--- src/rtl/boot_pkg.sv ---
package boot_pkg;
  localparam logic [11:0] OPT_ADDR        = 12'h40d;
  localparam int          SRC_HI          = 7;
  localparam int          SRC_LO          = 6;
  localparam int          PIN_OPT_BIT     = 5;
  localparam logic [11:0] CFG_BASE        = 12'h3c0;
  localparam logic [4:0]  CFG_LEN         = 5'h1e;
  localparam logic [4:0]  OFS_TAG3        = 5'h03;
  localparam logic [4:0]  OFS_PERIPH      = 5'h10;
  localparam logic [4:0]  OFS_ADDR        = 5'h11;
  localparam logic [4:0]  OFS_TMO_LO      = 5'h12;
  localparam logic [4:0]  OFS_TMO_HI      = 5'h13;
  localparam logic [4:0]  OFS_CLKFLAGS    = 5'h1c;
  localparam logic [4:0]  OFS_DIVIDER     = 5'h1d;
  localparam logic [7:0]  TAG_K           = 8'h6b;
  localparam logic [7:0]  TAG_C           = 8'h63;
  localparam logic [7:0]  TAG_F           = 8'h66;
  localparam logic [7:0]  TAG_G           = 8'h67;
  localparam logic [7:0]  ERASED          = 8'hff;
  localparam int          PERIPH_UART     = 0;
  localparam int          PERIPH_I2C      = 1;
  localparam int          PERIPH_SPI      = 2;
  localparam int          FAST_CLOCK_BIT  = 0;
  localparam logic [31:0] ROM_VECTOR_BASE = 32'h1c00_0000;
  localparam int          CLK_HZ          = 40_000_000;
  localparam int          MS_PER_S        = 1000;
  localparam int          CYCLES_PER_MS   = CLK_HZ / MS_PER_S;
  localparam int          FLASH_LATENCY   = 1;
endpackage : boot_pkg

--- src/rtl/boot_loader.sv ---
`timescale 1ns/10ps
// Contract
// Boot source codes 0b11 or 0b10 start execution from ROM.
// Boot source select comes from option byte bits 7:6 at 0x40D.
// Boot config pin forces ROM only when boot pin option bit is zero.
// Erased option byte reads all ones and so boots ROM.
// NMI stays masked while ROM started out of reset runs.
// Vector fetches redirect to ROM table at 0x1C00_0000 during ROM boot.
// First step sets force-ROM in reset controller mode register.
// After memory init, read configuration record from flash at 0x3C0.
// Record valid only if first four bytes are k, c, f, g.
// Invalid tag makes every value default, as if bytes were 0xFF.
// Byte 0x10 bit0 UART, bit1 I2C, bit2 SPI enables.
// Byte 0x11, unless 0xFF, is the seven-bit I2C target address.
// Bytes 0x12-0x13 give detection timeout in milliseconds.
// Clock flags active low; bit 0 clear selects high-speed mode.
// Byte 0x1D is core and bus divider, used only in high-speed.
// Configure clocks, then init enabled peripherals, then await activity.
// No activity before timeout: exit to flash application.
// Activity on one peripheral shuts others and enters command phase.
// Invalid record enables every supported peripheral.
// High-speed clear flag enables fast reference clock before init.
// Multi-byte fields assemble lower offset as least significant byte.
module boot_loader #(
  parameter int CYCLES_PER_MS = boot_pkg::CYCLES_PER_MS
) (
  input  wire logic        clk,              // System clock.
  input  wire logic        resetn,           // Async reset, active low.
  output logic             flash_re,         // Flash read strobe.
  output logic      [11:0] flash_addr,       // Flash byte address.
  input  wire logic [7:0]  flash_data,       // Flash read data.
  input  wire logic        flash_ack,        // Flash data valid.
  input  wire logic        boot_config_pin,  // Boot pin, active high.
  input  wire logic        mem_init_done,    // Working memory initialised.
  input  wire logic        vector_fetch,     // CPU fetching a vector.
  input  wire logic [31:0] vector_addr,      // Vector address from CPU.
  output logic      [31:0] vector_addr_out,  // Redirected vector address.
  input  wire logic        nmi_in,           // NMI request from pin.
  output logic             nmi_out,          // NMI after masking.
  output logic             rom_boot,         // Level: ROM boot chosen.
  output logic             force_rom_boot,   // Reset ctrl force-ROM bit.
  output logic             mem_init_start,   // Level: init working memory.
  output logic      [2:0]  peripheral_enable_mask, // UART, I2C, SPI.
  output logic      [6:0]  target_address_override, // I2C address.
  output logic             addr_override_valid,    // Address is used.
  output logic      [15:0] detect_timeout_ms, // Detection timeout.
  output logic      [7:0]  clock_option_flags, // Raw clock flags.
  output logic             fast_clock_flag,  // High-speed mode selected.
  output logic      [7:0]  core_bus_divider, // Divider in high-speed.
  output logic             fast_ref_clk_en,  // Fast reference clock on.
  output logic             config_valid,     // Record tag matched.
  output logic      [2:0]  periph_init,      // Peripherals initialised.
  input  wire logic [2:0]  periph_active,    // Activity per peripheral.
  output logic      [2:0]  periph_selected,  // Peripheral kept alive.
  output logic             command_phase,    // Level: command phase.
  output logic             exit_to_app       // Level: jump to flash app.
);
  typedef enum logic [3:0] {
    ST_OPT    = 4'h0,
    ST_DECIDE = 4'h1,
    ST_FORCE  = 4'h2,
    ST_MEM    = 4'h3,
    ST_READ   = 4'h4,
    ST_WAIT   = 4'h5,
    ST_CLOCK  = 4'h6,
    ST_INIT   = 4'h7,
    ST_DETECT = 4'h8,
    ST_CMD    = 4'h9,
    ST_EXIT   = 4'ha
  } state_e;

  state_e      state_r;
  state_e      state_nxt;
  logic [4:0]  idx_r;
  logic        rd_start;
  logic [11:0] rd_addr;
  logic        rd_done;
  logic [7:0]  rd_data;
  logic        tag_ok_r;
  logic [7:0]  periph_byte_r;
  logic [7:0]  addr_byte_r;
  logic [7:0]  tmo_lo_r;
  logic [7:0]  tmo_hi_r;
  logic [7:0]  clk_byte_r;
  logic [7:0]  div_byte_r;
  logic        tmr_load;
  logic        tmr_expired;
  logic [7:0]  tag_exp;
  logic [7:0]  eff_byte;
  logic [2:0]  pick;
  logic        rec_take;
  logic        tag_slot;
  logic        opt_done;
  logic        det_hit;
  logic        det_tmo;
  logic        rom_running;

  always_comb begin
    case (idx_r[1:0])
      2'd0:    tag_exp = boot_pkg::TAG_K;
      2'd1:    tag_exp = boot_pkg::TAG_C;
      2'd2:    tag_exp = boot_pkg::TAG_F;
      default: tag_exp = boot_pkg::TAG_G;
    endcase
  end

  flash_byte_reader u_rd (
    .clk        (clk),
    .resetn     (resetn),
    .start      (rd_start),
    .addr       (rd_addr),
    .flash_re   (flash_re),
    .flash_addr (flash_addr),
    .flash_data (flash_data),
    .flash_ack  (flash_ack),
    .done       (rd_done),
    .data_r     (rd_data)
  );

  ms_timer #(
    .CYCLES_PER_MS (CYCLES_PER_MS)
  ) u_tmr (
    .clk     (clk),
    .resetn  (resetn),
    .load    (tmr_load),
    .ms      (detect_timeout_ms),
    .stop    (state_r != ST_DETECT),
    .expired (tmr_expired)
  );

  assign rd_start = (state_r == ST_OPT && idx_r == 5'h0)
                 || (state_r == ST_READ);
  assign rd_addr  = (state_r == ST_OPT) ? boot_pkg::OPT_ADDR
                  : boot_pkg::CFG_BASE + {7'h00, idx_r};
  assign tmr_load = (state_r == ST_INIT);
  // Invalid record reads as erased bytes.
  assign eff_byte = tag_ok_r ? rd_data : boot_pkg::ERASED;
  assign opt_done = (state_r == ST_OPT) && rd_done;
  assign rec_take = (state_r == ST_WAIT) && rd_done;
  assign tag_slot = rec_take && (idx_r <= boot_pkg::OFS_TAG3);
  assign det_hit  = (state_r == ST_DETECT) && (pick != 3'b000);
  assign det_tmo  = (state_r == ST_DETECT) && tmr_expired;

  // Lowest-numbered active enabled peripheral wins.
  always_comb begin
    pick = 3'b000;
    for (int i = 0; i < 3; i++) begin
      if (pick == 3'b000 && periph_active[i] && periph_init[i]) begin
        pick[i] = 1'b1;
      end
    end
  end

  always_comb begin
    state_nxt = state_r;
    case (state_r)
      ST_OPT:    if (rd_done) state_nxt = ST_DECIDE;
      ST_DECIDE: state_nxt = rom_boot ? ST_FORCE : ST_EXIT;
      ST_FORCE:  state_nxt = ST_MEM;
      ST_MEM:    if (mem_init_done) state_nxt = ST_READ;
      ST_READ:   state_nxt = ST_WAIT;
      ST_WAIT: begin
        if (rd_done) begin
          state_nxt = (idx_r == boot_pkg::CFG_LEN - 5'h1) ? ST_CLOCK
                                                           : ST_READ;
        end
      end
      ST_CLOCK:  state_nxt = ST_INIT;
      ST_INIT:   state_nxt = ST_DETECT;
      ST_DETECT: begin
        if (pick != 3'b000) begin
          state_nxt = ST_CMD;
        end else if (tmr_expired) begin
          state_nxt = ST_EXIT;
        end
      end
      ST_CMD:    state_nxt = ST_CMD;
      ST_EXIT:   state_nxt = ST_EXIT;
      default:   state_nxt = ST_OPT;
    endcase
  end

  always_ff @(posedge clk or negedge resetn) begin
    if (!resetn) begin
      state_r <= ST_OPT;
    end else begin
      state_r <= state_nxt;
    end
  end

  always_ff @(posedge clk or negedge resetn) begin
    if (!resetn) begin
      idx_r <= 5'h0;
    end else if (state_r == ST_OPT) begin
      idx_r <= 5'h1;
    end else if (state_r == ST_MEM) begin
      idx_r <= 5'h0;
    end else if (state_r == ST_WAIT && rd_done) begin
      idx_r <= idx_r + 5'h1;
    end
  end

  // Erased option byte is all ones, so source is 0b11 and ROM boots.
  always_ff @(posedge clk or negedge resetn) begin
    if (!resetn) begin
      rom_boot <= 1'b0;
    end else if (opt_done) begin
      rom_boot <= rd_data[boot_pkg::SRC_HI]
               || (boot_config_pin
                   && !rd_data[boot_pkg::PIN_OPT_BIT]);
    end
  end

  always_ff @(posedge clk or negedge resetn) begin
    if (!resetn) begin
      force_rom_boot <= 1'b0;
    end else if (state_r == ST_FORCE) begin
      force_rom_boot <= 1'b1;
    end
  end

  always_ff @(posedge clk or negedge resetn) begin
    if (!resetn) begin
      mem_init_start <= 1'b0;
    end else begin
      mem_init_start <= (state_nxt == ST_MEM);
    end
  end

  always_ff @(posedge clk or negedge resetn) begin
    if (!resetn) begin
      tag_ok_r <= 1'b1;
    end else if (state_r == ST_MEM) begin
      tag_ok_r <= 1'b1;
    end else if (tag_slot && rd_data != tag_exp) begin
      tag_ok_r <= 1'b0;
    end
  end

  always_ff @(posedge clk or negedge resetn) begin
    if (!resetn) begin
      periph_byte_r <= boot_pkg::ERASED;
    end else if (rec_take && idx_r == boot_pkg::OFS_PERIPH) begin
      periph_byte_r <= eff_byte;
    end
  end

  always_ff @(posedge clk or negedge resetn) begin
    if (!resetn) begin
      addr_byte_r <= boot_pkg::ERASED;
    end else if (rec_take && idx_r == boot_pkg::OFS_ADDR) begin
      addr_byte_r <= eff_byte;
    end
  end

  always_ff @(posedge clk or negedge resetn) begin
    if (!resetn) begin
      tmo_lo_r <= boot_pkg::ERASED;
    end else if (rec_take && idx_r == boot_pkg::OFS_TMO_LO) begin
      tmo_lo_r <= eff_byte;
    end
  end

  always_ff @(posedge clk or negedge resetn) begin
    if (!resetn) begin
      tmo_hi_r <= boot_pkg::ERASED;
    end else if (rec_take && idx_r == boot_pkg::OFS_TMO_HI) begin
      tmo_hi_r <= eff_byte;
    end
  end

  always_ff @(posedge clk or negedge resetn) begin
    if (!resetn) begin
      clk_byte_r <= boot_pkg::ERASED;
    end else if (rec_take && idx_r == boot_pkg::OFS_CLKFLAGS) begin
      clk_byte_r <= eff_byte;
    end
  end

  always_ff @(posedge clk or negedge resetn) begin
    if (!resetn) begin
      div_byte_r <= boot_pkg::ERASED;
    end else if (rec_take && idx_r == boot_pkg::OFS_DIVIDER) begin
      div_byte_r <= eff_byte;
    end
  end

  assign config_valid            = tag_ok_r;
  assign peripheral_enable_mask  = periph_byte_r[2:0];
  assign target_address_override = addr_byte_r[6:0];
  assign addr_override_valid     = (addr_byte_r != boot_pkg::ERASED);
  assign detect_timeout_ms       = {tmo_hi_r, tmo_lo_r};
  assign clock_option_flags      = clk_byte_r;
  assign fast_clock_flag = !clk_byte_r[boot_pkg::FAST_CLOCK_BIT];

  always_ff @(posedge clk or negedge resetn) begin
    if (!resetn) begin
      fast_ref_clk_en <= 1'b0;
    end else if (state_r == ST_CLOCK && fast_clock_flag) begin
      fast_ref_clk_en <= 1'b1;
    end
  end

  always_ff @(posedge clk or negedge resetn) begin
    if (!resetn) begin
      core_bus_divider <= 8'h00;
    end else if (state_r == ST_CLOCK && fast_clock_flag) begin
      core_bus_divider <= div_byte_r;
    end
  end

  always_ff @(posedge clk or negedge resetn) begin
    if (!resetn) begin
      periph_init <= 3'b000;
    end else if (state_r == ST_INIT) begin
      periph_init <= peripheral_enable_mask;
    end else if (det_hit) begin
      periph_init <= pick;
    end else if (det_tmo) begin
      periph_init <= 3'b000;
    end
  end

  always_ff @(posedge clk or negedge resetn) begin
    if (!resetn) begin
      periph_selected <= 3'b000;
    end else if (det_hit) begin
      periph_selected <= pick;
    end
  end

  assign command_phase = (state_r == ST_CMD);
  assign exit_to_app   = (state_r == ST_EXIT);

  // ROM keeps NMI off and owns every vector until it hands over.
  assign rom_running = rom_boot && !exit_to_app;
  assign nmi_out     = nmi_in && !rom_running;

  always_comb begin
    vector_addr_out = vector_addr;
    if (rom_running && vector_fetch) begin
      vector_addr_out = boot_pkg::ROM_VECTOR_BASE
                      | {24'h0, vector_addr[7:0]};
    end
  end
endmodule : boot_loader

--- src/rtl/flash_byte_reader.sv ---
`timescale 1ns/10ps
// Issues one flash byte read and returns the byte from a register.
module flash_byte_reader (
  input  wire logic        clk,        // System clock.
  input  wire logic        resetn,     // Asynchronous reset, active low.
  input  wire logic        start,      // Pulse: begin a read.
  input  wire logic [11:0] addr,       // Byte address to read.
  output logic             flash_re,   // Flash read strobe.
  output logic      [11:0] flash_addr, // Flash address.
  input  wire logic [7:0]  flash_data, // Flash read data.
  input  wire logic        flash_ack,  // Flash data valid.
  output logic             done,       // Pulse: data_r is valid.
  output logic      [7:0]  data_r      // Captured byte.
);
  logic busy_r;

  assign flash_re = busy_r;

  always_ff @(posedge clk or negedge resetn) begin
    if (!resetn) begin
      busy_r     <= 1'b0;
      flash_addr <= 12'h000;
    end else if (start) begin
      busy_r     <= 1'b1;
      flash_addr <= addr;
    end else if (busy_r && flash_ack) begin
      busy_r     <= 1'b0;
    end
  end

  always_ff @(posedge clk or negedge resetn) begin
    if (!resetn) begin
      done   <= 1'b0;
      data_r <= 8'h00;
    end else begin
      done <= busy_r && flash_ack;
      if (busy_r && flash_ack) begin
        data_r <= flash_data;
      end
    end
  end
endmodule : flash_byte_reader

--- src/rtl/ms_timer.sv ---
`timescale 1ns/10ps
// Counts whole milliseconds; expired rises once the loaded count elapses.
module ms_timer #(
  parameter int CYCLES_PER_MS = boot_pkg::CYCLES_PER_MS
) (
  input  wire logic        clk,     // System clock.
  input  wire logic        resetn,  // Asynchronous reset, active low.
  input  wire logic        load,    // Pulse: load ms and start.
  input  wire logic [15:0] ms,      // Timeout in milliseconds.
  input  wire logic        stop,    // Halt counting.
  output logic             expired  // Level: timeout reached.
);
  logic [31:0] tick_r;
  logic [15:0] ms_r;
  logic        run_r;

  always_ff @(posedge clk or negedge resetn) begin
    if (!resetn) begin
      tick_r  <= 32'h0;
      ms_r    <= 16'h0;
      run_r   <= 1'b0;
      expired <= 1'b0;
    end else if (load) begin
      tick_r  <= 32'h0;
      ms_r    <= ms;
      run_r   <= 1'b1;
      expired <= 1'b0;
    end else if (stop) begin
      run_r <= 1'b0;
    end else if (run_r) begin
      if (ms_r == 16'h0) begin
        expired <= 1'b1;
        run_r   <= 1'b0;
      end else if (tick_r == 32'(CYCLES_PER_MS - 1)) begin
        tick_r <= 32'h0;
        ms_r   <= ms_r - 16'h1;
      end else begin
        tick_r <= tick_r + 32'h1;
      end
    end
  end
endmodule : ms_timer

--- config.mk ---
export PLATFORM = sky130hd
export DESIGN_NAME = boot_loader
export DESIGN_NICKNAME = d
export VERILOG_FILES = /design/src/rtl/boot_pkg.sv /design/src/rtl/boot_loader.sv /design/src/rtl/flash_byte_reader.sv /design/src/rtl/ms_timer.sv
export SDC_FILE = /design/constraint.sdc
export NUM_CORES = 1
export LEC_CHECK = 0
export BUFFER_PORTS_ARGS = -buffer_cell sky130_fd_sc_hd__clkbuf_2
export CORE_UTILIZATION = 28
export CTS_CLUSTER_SIZE = 10
export DETAILED_ROUTE_END_ITERATION = 8
export PLACE_DENSITY = 0.5
export SLEW_MARGIN = 25
export SYNTH_ARGS = -nofsm -noshare
export SYNTH_HDL_FRONTEND = slang
export SYNTH_SLANG_ARGS = --single-unit
--- constraint.sdc ---
create_clock -name clk -period 3.5 [get_ports clk]
set_input_delay 0.7 -clock clk [delete_from_list [all_inputs] [get_ports clk]]
set_output_delay 0.7 -clock clk [all_outputs]
set_load 0.005 [all_outputs]
# [Word level (Yosys, flattened, before mapping)]
# Index checks and enable logic that the tools add are counted.
[totals] wordCells=144 out_inout_bits=103 input_bits=50 register_bits=143
[op_classes] add_sub_neg=4 n_eq_ne=25 n_mux=43 reduce_logical=46 bitwise=1 n_lt_le_gt_ge=1
[ops] cell="two-way mux 32 bit" n=6
[ops] cell="two-way mux 16 bit" n=5
[ops] cell="one-hot mux 4 bit (11 select lines)" n=1
[ops] cell="adder 32 x 1 -> 32 bit, second input constant" n=1
[ops] cell="equality test 32 x 16 -> 1 bit, second input constant" n=1
[ops] cell="equality test 5 bit, second input constant" n=6
[ops] cell="logical AND 1 bit" n=24
[ops] cell="two-way mux 4 bit" n=6
[ops] cell="equality test 4 x 3 -> 1 bit, second input constant" n=4
[ops] cell="zero test 16 bit" n=1
[ops] cell="subtractor 16 x 1 -> 16 bit, second input constant" n=1
[ops] cell="two-way mux 1 bit" n=15
[ops] cell="two-way mux 5 bit" n=3
[ops] cell="equality test 4 x 2 -> 1 bit, second input constant" n=3
[ops] cell="equality test 4 bit, second input constant" n=3
[ops] cell="one-hot mux 4 bit (3 select lines)" n=1
[ops] cell="adder 10 x 5 -> 11 bit, first input constant" n=1
[ops] cell="two-way mux 11 bit" n=1
[ops] cell="nonzero test 2 bit" n=5
[ops] cell="two-way mux 3 bit" n=3
[ops] cell="nonzero test 3 bit" n=3
[ops] cell="two-way mux 8 bit" n=1
[ops] cell="inequality test 8 x 7 -> 1 bit" n=1
[ops] cell="inequality test 8 bit, second input constant" n=1
[ops] cell="16 further kinds" n=23

# [Depth between registers and ports, before layout]
# Gate-level depths: netlist of run 1.
[depth] word_depth=14 mapped_depth=9 ltp_nobuf=9

# [Modules after synthesis]
# From an unflattened synthesis of run 1, not the netlist that was laid out.
[unflattened] hier_cells=704 hier_area_um2=7408.4
[by_module_without_submodules] module="boot_loader" cells_per_inst=313 area_each_um2=3575.9 instances=1 seq_area_each_um2=1831.8
[by_module_without_submodules] module="ms_timer" cells_per_inst=344 area_each_um2=2984.1 instances=1 seq_area_each_um2=1251.2
[by_module_without_submodules] module="flash_byte_reader" cells_per_inst=47 area_each_um2=848.3 instances=1 seq_area_each_um2=550.5

# [Worst setup path after synthesis of run 1]
# OpenSTA, ideal clock, no wires.
[synth_path] kind="register to output" startpoint="reg state_r[0]" endpoint="out vector_addr_out[10]" arrival_time_ps=1554 slack_ps=1246 t_required_ps=2800 path_buffers=2 stages_incl_launch_ff=6 cell_sequence="dfrtp_1 clkbuf_1 nand2b_1 o211ai_1 clkbuf_1 and2_1"
[synth_between] elab_chain_cells=5
[synth_lines] item="start, declared" line_no="boot_loader.sv:72" text="state_e state_r;"
[synth_lines] item="start signal, assigned" line_no="boot_loader.sv:187" text="state_r <= state_nxt;"
[synth_lines] item="equality test 4 bit" line_no="boot_loader.sv:333" text="assign exit_to_app = (state_r == ST_EXIT);"
[synth_lines] item="zero test 1 bit" line_no="boot_loader.sv:336" text="assign rom_running = rom_boot && !exit_to_app;"
[synth_lines] item="logical AND 1 bit" line_no="boot_loader.sv:336"
[synth_lines] item="logical AND 1 bit" line_no="boot_loader.sv:341" text="if (rom_running && vector_fetch) begin"
[synth_lines] item="two-way mux 32 bit" line_no="boot_loader.sv:341"
[synth_lines] item="end, declared" line_no="boot_loader.sv:37" text="output logic [31:0] vector_addr_out,"
# No other way between the ends.

# [Final worst setup path of run 1]
[layout_path] startpoint="reg state_r[1]" endpoint="out vector_addr_out[10]"
# Same word-level chain as after synthesis.

==> qor.csv, run 1 <==
stage;metric;value;unit
routing;vias per cell;4.760;
synthesis;Synth Area in Adders;1.268;%
critical_path;slowest CP cell;dfrtp_1;
synthesis;post-synthesis compound-gate area fraction;13.55;%
routing;Routed met3 length;805;um
pwr;Clock power frac;35.5;%
clock_network;clock slew at reported path FFs;0.07;ns
critical_path;Reg2Reg Depth;7;
critical_path;reg-to-reg slack, setup;0.71;ns
critical_path;CP delay by family, top;flip-flops;
status;outcome;complete, no violations;
die;Die Wd;159.1;um
critical_path;buffers and inverters on the worst path;2;
synthesis;Syn Area/Cell;9.636;um^2
grt;largest net degree at the start of global routing;86;
clock_network;clk root buf;clkbuf_16;
timing;final setup TNS;0;ns
grt;initial antenna violation count;0;
routing;drt first-iter violations;325;
place;Final HPWL DP;13120;um
pwr;Reg power frac;39.5;%
synthesis;ys flop type;dfrtp_1;
critical_path;CP endpoint;vector_addr_out[10];
grt;GRT Resource Usage Total;14.74;%
timing;# setup viols final;0;
die;Rows;57;
die;core area;24250;um^2
clock_network;# H-tree levels;4;
synthesis;Seq/Total Area, Yosys;50.78;%
routing;vias;5550;
critical_path;reg-to-reg startpoint;state_r[1];
clock_network;maximum clock insertion buffer count;2;
routing;WL per Instance;15.63;um
synthesis;Synth area leaders;dfrtp_1 34%, dfstp_2 17%, nand2_1 4.3%;
place;worst slack, placed;0.6957;ns
clock_network;CTS tree;done;
synthesis;top cell type by total area after synthesis;dfrtp_1;
synthesis;Mapped Area;6909;um^2
synthesis;Post-Synth Simple-Gate Area;21.70;%
critical_path;Critical Path Start Type;flop;
critical_path;Crit. End Element;output pin;
timing;post-layout min period;2.823;ns
grt;vias in the first global route;5477;
pwr;P per Cell Area;611.8;nW/um^2
pwr;sw power;1.882;mW
routing;Initial DRT Pass Iterations;5;
clock_network;Clk Latency, worst-skew pair;0.44;ns
clock_network;TritonCTS Sinks;138;
critical_path;Critical Path RT;2.80;ns
critical_path;critical-path cell list;nand2b_1 -> o211ai_1 -> buf_4 -> and2_1 -> clkbuf_2;
critical_path;reg2reg end;u_tmr.tick_r[13];
synthesis;post-synthesis register bit count;138;
timing;Hold Vio Cnt, Final;0;
routing;M1 WL;8425;um
pwr;Internal;3.243;mW
synthesis;largest family of logic cells by synthesized area;simple AND/OR/NAND/NOR gates;
final_layout;area of the multi-input gates;3052;um^2
final_layout;final cell utilization of the core;34.55;%
critical_path;CP Depth;5;
clock_network;CTS resizes;0;
final_layout;fillcell total;2544;
critical_path;worst setup path class;flop to output pin;
synthesis;post-synth top area share;34.05;%
synthesis;EDFF count, synth;0;
timing;relative slew slack;45.87;%
routing;WL final;18230;um
timing;period utilisation layout;80.65;%
timing;worst slew pin tran;0.8076;ns
clock_network;TritonCTS Buffers;17;
synthesis;Post-Syn Instances;717;
critical_path;Worst Path Arrival;2.12;ns
critical_path;CP Max Fanout;24;
pwr;Leak;3.662;nW
synthesis;most common cell in the netlist;dfrtp_1;
final_layout;layout cells sized above 1;29.57;%
grt;GRT overflow;0;
die;DIE AREA;25310;um^2
pwr;Worst VDD drop;0.3475;mV
final_layout;area delta synth->final;21.24;%
routing;WL met2;8851;um
critical_path;Critical path origin;state_r[1];
die;Vert. Die Dim;159.1;um
timing;RSZ-0062 raised after global routing;false;
die;I/O pins;153;
die;Starting Density;28.49;%
final_layout;n_diodes;0;
synthesis;Post-synth top cells;94 x dfrtp_1, 80 x nand2_1, 76 x nor2_1, 44 x dfstp_2, 41 x a21oi_1;
place;RePlAce Congestion;0.7856;
clock_network;Post-CTS Setup Bufs;0;
timing;Final Skew;0.02000;ns
final_layout;fin nets;886;
place;I/O Buffers;134;
timing;Max Fclk;354.2;MHz
synthesis;Netlist cell types;61;
synthesis;post-synthesis xor/xnor area fraction;4.564;%
critical_path;CP max stage delay;0.64;ns
routing;max layer used;met4;
timing;Hold Slack;0.2947;ns
grt;first-pass GRT wire length;29730;um
final_layout;FF+latch area;3508;um^2
synthesis;post-synthesis mux area share;2.879;%
synthesis;post-synthesis async set-or-reset flop share;100.0;%
routing;# DRC;0;
min_path;Hold Crit Class;input pin to async pin;
synthesis;Ys Warns;0;
pwr;Sw Ratio;36.72;%
clock_network;Hold Buf Count CTS;0;
timing;Final Max Tran Viols;0;
flow_run;max cap viols;0;
pwr;Comb power frac;25.0;%
timing;PnR worst setup slack;0.6771;ns
routing;antenna viol nets, final;0;
[state kept, by name, summed over array words and instances (netlist names), 3 cells and up]
register,cells
div_byte_r,8
idx_r,5
periph_init,3
core_bus_divider,8
u_tmr.tick_r,32
periph_byte_r,3
addr_byte_r,8
state_r,4
clock_option_flags,8
u_rd.data_r,8
periph_selected,3
u_rd.flash_addr,7
tmo_lo_r,8
u_tmr.ms_r,16
tmo_hi_r,8
[cell families after synthesis]
kind of cell | Yosys count
buffers and inverters | 69
AND/OR/NAND/NOR | 298
adder cells (fa/ha/maj) | 7
multiplexers | 18
other | 1
AO/OA/AOI/OAI | 150
flip-flops | 138
XOR/XNOR | 36
[layout by cell type, fill, tap and decap left out, types with 4 or more instances in the layout]
master / count
or3_1: 6
clkbuf_16: 17
o21ai_0: 32
and4_1: 7
o2111ai_1: 9
nor2_1: 75
nand2b_1: 7
and2_1: 27
a21oi_1: 41
nand4_1: 17
o22ai_1: 7
nand2_1: 80
inv_8: 7
o211ai_1: 9
xor2_1: 22
mux2_2: 15
dfstp_2: 44
dfrtp_1: 94
buf_4: 9
inv_1: 16
and3_1: 9
xnor2_1: 14
a211oi_1: 6
o21ai_1: 20
nand3_1: 27
nor3_1: 7
nor2b_1: 9
ha_1: 7
nor4_1: 7
clkinv_8: 4
clkbuf_2: 133
[layer usage]
layer,global-route usage [%],vias up
met5,0,-
met4,3.759,0
met3,4.116,17
met2,24.20,108
met1,19.08,2697
li1,-,2728
[power groups by stage]
stage / registers (mW) / clock network, mW / logic (mW)
finish: 2.03 / 1.82 / 1.28
global route: 2.05 / 1.93 / 1.44
CTS: 2.03 / 1.87 / 1.31
detailed placement: 2.05 / 0 / 1.30
global placement: 2.05 / 0 / 1.30
floorplan: 1.97 / 0 / 0.878
[worst reg2reg max path, cell delays in order, from the launching register on]
cell,delay (ns)
dfrtp_1,0.55
nor4b_4,0.43
and2_1,0.34
o211a_2,0.42
nand2_1,0.19
nand2_1,0.38
buf_4,0.27
o22ai_1,0.10
[how the worst min path moves through the flow]
stage | from | endpoint | cells past startpoint
2_1_floorplan | resetn | core_bus_divider[0] | 0
3_3_place_gp | clock_option_flags[2] | clock_option_flags[2] | 2
3_5_place_dp | clock_option_flags[7] | clock_option_flags[7] | 2
4_1_cts | resetn | u_tmr.tick_r[22] | 1
5_1_grt | resetn | u_tmr.tick_r[22] | 1
6_report | resetn | u_tmr.tick_r[22] | 1
[metrics by stage]
stage                     std cells  power [mW]  area [um^2]
after detailed placement       1134       3.355         7777
after global routing           1166       5.417         8377
final                          1166       5.125         8377
after floorplan                 718       2.847         6913
after CTS                      1166       5.202         8377
after global placement         1134       3.351         7777
[cell type report]
type | instances | area share (%)
Sequential cell | 138 | 41.88
Multi-Input combinational cell | 511 | 36.43
Timing Repair Buffer | 143 | 8.887
Clock buffer | 17 | 5.078
Tap cell | 324 | 4.839
Clock inverter | 15 | 2.076
Inverter | 18 | 0.8066
Note: power is estimated with default switching activity, not from simulation.
==> run 2: changes to the inputs <==
--- a/config.mk
+++ b/config.mk
@@ -5,11 +5,12 @@
 export SDC_FILE = /design/constraint.sdc
 export NUM_CORES = 1
 export LEC_CHECK = 0
+export ABC_AREA = 1
 export BUFFER_PORTS_ARGS = -buffer_cell sky130_fd_sc_hd__clkbuf_2
 export CORE_UTILIZATION = 28
 export CTS_CLUSTER_SIZE = 10
 export DETAILED_ROUTE_END_ITERATION = 8
-export PLACE_DENSITY = 0.5
+export PLACE_DENSITY = 0.49
 export SLEW_MARGIN = 25
 export SYNTH_ARGS = -nofsm -noshare
 export SYNTH_HDL_FRONTEND = slang
==> constraint.sdc (replaced) <==
create_clock -name clk -period 2.7 [get_ports clk]
set_input_delay 0.54 -clock clk [delete_from_list [all_inputs] [get_ports clk]]
set_output_delay 0.54 -clock clk [all_outputs]
set_load 0.005 [all_outputs]
==> run 2 against run 1 <==
Routed wire length up 19%; power up 19%; sequential cell count unchanged; count of clock-buffer cells in the layout unchanged; critical path type unchanged; highest routed layer unchanged.
==> qor.csv, run 2 <==
stage;metric;value;unit;change
status;outcome;complete, no violations;;unchanged
timing;worst slew pin tran;0.7294;ns;was 0.8076 ns
synthesis;Netlist cell types;43;;was 61
synthesis;Synth area leaders;dfrtp_1 30%, nand2_1 18%, dfstp_2 15%;;was dfrtp_1 34%, dfstp_2 17%, nand2_1 4.3%
clock_network;Clk Latency, worst-skew pair;0.44;ns;about the same
critical_path;CP delay by family, top;simple AND/OR/NAND/NOR gates;;was flip-flops
critical_path;critical-path cell list;inv_2 -> nor2_1 -> inv_1 -> nor2_2 -> nor2_1 -> nand2_1 -> buf_6 -> nand2_1 -> inv_1 -> clkbuf_2;;was nand2b_1 -> o211ai_1 -> buf_4 -> and2_1 -> clkbuf_2
timing;Final Skew;0.01595;ns;was 0.02000 ns
synthesis;Post-synth top cells;378 x nand2_1, 152 x nor2_1, 99 x inv_1, 94 x dfrtp_1, 72 x nand3_1;;was 94 x dfrtp_1, 80 x nand2_1, 76 x nor2_1, 44 x dfstp_2, 41 x a21oi_1
die;DIE AREA;28280;um^2;was 25310 um^2
synthesis;post-synthesis async set-or-reset flop share;100.0;%;unchanged
flow_run;max cap viols;0;;unchanged
routing;WL final;21750;um;was 18230 um
timing;# setup viols final;0;;unchanged
routing;WL per Instance;14.14;um;was 15.63 um
place;placed cell area;8641;um^2;was 7777 um^2
grt;GRT overflow;0;;unchanged
routing;# DRC;0;;unchanged
synthesis;ys flop type;dfrtp_1;;unchanged
clock_network;CTS resizes;0;;unchanged
timing;Hold Slack;0.1018;ns;was 0.2947 ns
synthesis;top cell type by total area after synthesis;dfrtp_1;;unchanged
pwr;Worst VDD drop;0.4511;mV;was 0.3475 mV
critical_path;buffers and inverters on the worst path;5;;was 2
place;Final HPWL DP;16110;um;was 13120 um
critical_path;Worst Path Arrival;1.94;ns;was 2.12 ns
timing;period utilisation layout;91.71;%;
synthesis;Post-Syn Instances;1065;;was 717
routing;Initial DRT Pass Iterations;6;;was 5
synthesis;Mapped Area;7731;um^2;was 6909 um^2
final_layout;n_diodes;0;;unchanged
critical_path;Reg2Reg Depth;10;;was 7
die;Die Wd;168.2;um;was 159.1 um
critical_path;reg2reg end;u_tmr.ms_r[15];;was u_tmr.tick_r[13]
final_layout;area of the multi-input gates;3552;um^2;was 3052 um^2
routing;vias per cell;4.482;;was 4.760
die;I/O pins;153;;unchanged
pwr;Leak;4.604;nW;was 3.662 nW
routing;vias;6894;;was 5550
grt;GRT Resource Usage Total;16.22;%;was 14.74%
clock_network;# H-tree levels;4;;unchanged
critical_path;Critical path origin;state_r[3];;was state_r[1]
clock_network;maximum clock insertion buffer count;2;;unchanged
critical_path;reg-to-reg slack, setup;0.66;ns;was 0.71 ns
die;Vert. Die Dim;168.2;um;was 159.1 um
pwr;Final Power;6.080;mW;was 5.125 mW
clock_network;Post-CTS Setup Bufs;0;;unchanged
final_layout;largest registers;u_tmr.tick_r (32), u_tmr.ms_r (16);;unchanged
clock_network;CTS tree;done;;unchanged
clock_network;TritonCTS Sinks;138;;unchanged
timing;Final Max Tran Viols;0;;unchanged
grt;vias in the first global route;6673;;was 5477
timing;relative slew slack;51.20;%;was 45.87%
critical_path;CP endpoint;vector_addr_out[18];;was vector_addr_out[10]
critical_path;Crit. End Element;output pin;;unchanged
clock_network;Hold Buf Count CTS;0;;unchanged
critical_path;Critical Path Start Type;flop;;unchanged
grt;initial antenna violation count;0;;unchanged
synthesis;post-synthesis register bit count;138;;unchanged
place;placed cells;1506;;was 1134
place;I/O Buffers;134;;unchanged
final_layout;fin nets;1241;;was 886
final_layout;FF+latch area;3508;um^2;unchanged
critical_path;CP Depth;10;;was 5
die;Rows;60;;was 57
critical_path;CP Max Fanout;24;;unchanged
timing;PnR worst setup slack;0.2240;ns;was 0.6771 ns
final_layout;layout cells sized above 1;21.39;%;was 29.57%
final_layout;area delta synth->final;19.89;%;was 21.24%
synthesis;EDFF count, synth;0;;unchanged
timing;Hold Vio Cnt, Final;0;;unchanged
timing;final setup TNS;0;ns;unchanged
place;worst slack, placed;0.5928;ns;was 0.6957 ns
final_layout;commonest non-fill, non-tap cell in the layout;nand2_1;;was clkbuf_2
critical_path;Critical Path RT;2.16;ns;was 2.80 ns
clock_network;clock slew at reported path FFs;0.07;ns;about the same
routing;drt first-iter violations;343;;was 325
final_layout;Non-Filler Instances;1538;;was 1166
clock_network;clk root buf;clkbuf_16;;unchanged
synthesis;Ys Warns;0;;unchanged
final_layout;fin area;9269;um^2;was 8377 um^2
grt;largest net degree at the start of global routing;69;;was 86
critical_path;reg-to-reg startpoint;u_tmr.ms_r[0];;was state_r[1]
pwr;P per Cell Area;656.0;nW/um^2;was 611.8 nW/um^2
synthesis;most common cell in the netlist;nand2_1;;was dfrtp_1
place;RePlAce Congestion;0.8575;;was 0.7856
clock_network;TritonCTS Buffers;17;;unchanged
critical_path;slowest CP cell;dfrtp_1;;unchanged
synthesis;post-synth top area share;30.43;%;was 34.05%
final_layout;largest reg by FF count;u_tmr.tick_r;;unchanged
grt;first-pass GRT wire length;35820;um;was 29730 um
die;Starting Density;28.61;%;was 28.49%
final_layout;fillcell total;2928;;was 2544
timing;post-layout min period;2.476;ns;
routing;antenna viol nets, final;0;;unchanged
final_layout;final cell utilization of the core;34.30;%;was 34.55%
timing;Max Fclk;403.9;MHz;
die;core area;27030;um^2;was 24250 um^2
synthesis;Syn Area/Cell;7.259;um^2;was 9.636 um^2
final_layout;commonest cells after routing, fill and taps aside;378 x nand2_1, 150 x nor2_1, 133 x clkbuf_2;;was 133 x clkbuf_2, 94 x dfrtp_1, 80 x nand2_1
critical_path;CP max stage delay;0.41;ns;was 0.64 ns
synthesis;Seq/Total Area, Yosys;45.38;%;was 50.78%
timing;RSZ-0062 raised after global routing;false;;unchanged
final_layout;number of flip-flops in the largest register;32;;unchanged
min_path;Hold Crit Class;input pin to async pin;;unchanged
critical_path;worst setup path class;flop to output pin;;unchanged
## run 2: cell count changes after synthesis, sizes merged, moves of 18 or more
cell   delta
nand3    +50
xor2     -18
and2     -27
nor2     +81
inv      +85
o21ai    +28
nand2   +302
a21oi    -23
## run 2: report_power, final
group / total (mW) / internal, mW / leakage (nW) / switching (mW)
Sequential: 2.41 / 2.25 / 1.71 / 0.161
Clock: 2.42 / 1.26 / 0.300 / 1.15
Combinational: 1.25 / 0.402 / 2.59 / 0.850
Total: 6.08 / 3.92 / 4.60 / 2.16
## run 2: worst min-delay path by stage
stage,endpoint,slack (ns),cells after the start
6_report,u_tmr.tick_r[25],0.10,1
4_1_cts,u_tmr.tick_r[25],0.14,1
2_1_floorplan,core_bus_divider[0],0.24,0
3_5_place_dp,fast_ref_clk_en,0.46,2
5_1_grt,u_tmr.tick_r[25],0.17,1
3_3_place_gp,fast_ref_clk_en,0.45,2
## run 2: logic make-up after synthesis
group | share of synthesized area [%]
buffers and inverters | 8.788
DFF | 45.38
and+or+nand+nor | 35.07
muxes | 1.165
AOI/OAI and AO/OA | 7.736
xor gates and xnor gates | 0.6797
other | 0.04850
adders and majority gates | 1.133
## run 2: metal layers
metal  GRT usage, %  part of all wire, %
met5              0                    0
met4          5.296                  1.6
met3          2.656                  3.4
met2          26.39                   46
met1          21.92                   49
## run 2: cell type report
cell class	instances	area share, %
multi-input cells	781	38.32
inverters	103	4.198
flip-flops and latches	138	37.85
clock inverters	15	2.092
clock buffers	17	4.590
well taps	341	4.603
repair buffers	143	8.342
## run 2: worst reg2reg max path: cells and delay by family, from the launching register on
family	cells	cell delay, ns
buf+inv	2	0.28
flops	1	0.42
simple gates	7	1.07
fa+ha+maj	1	0.22
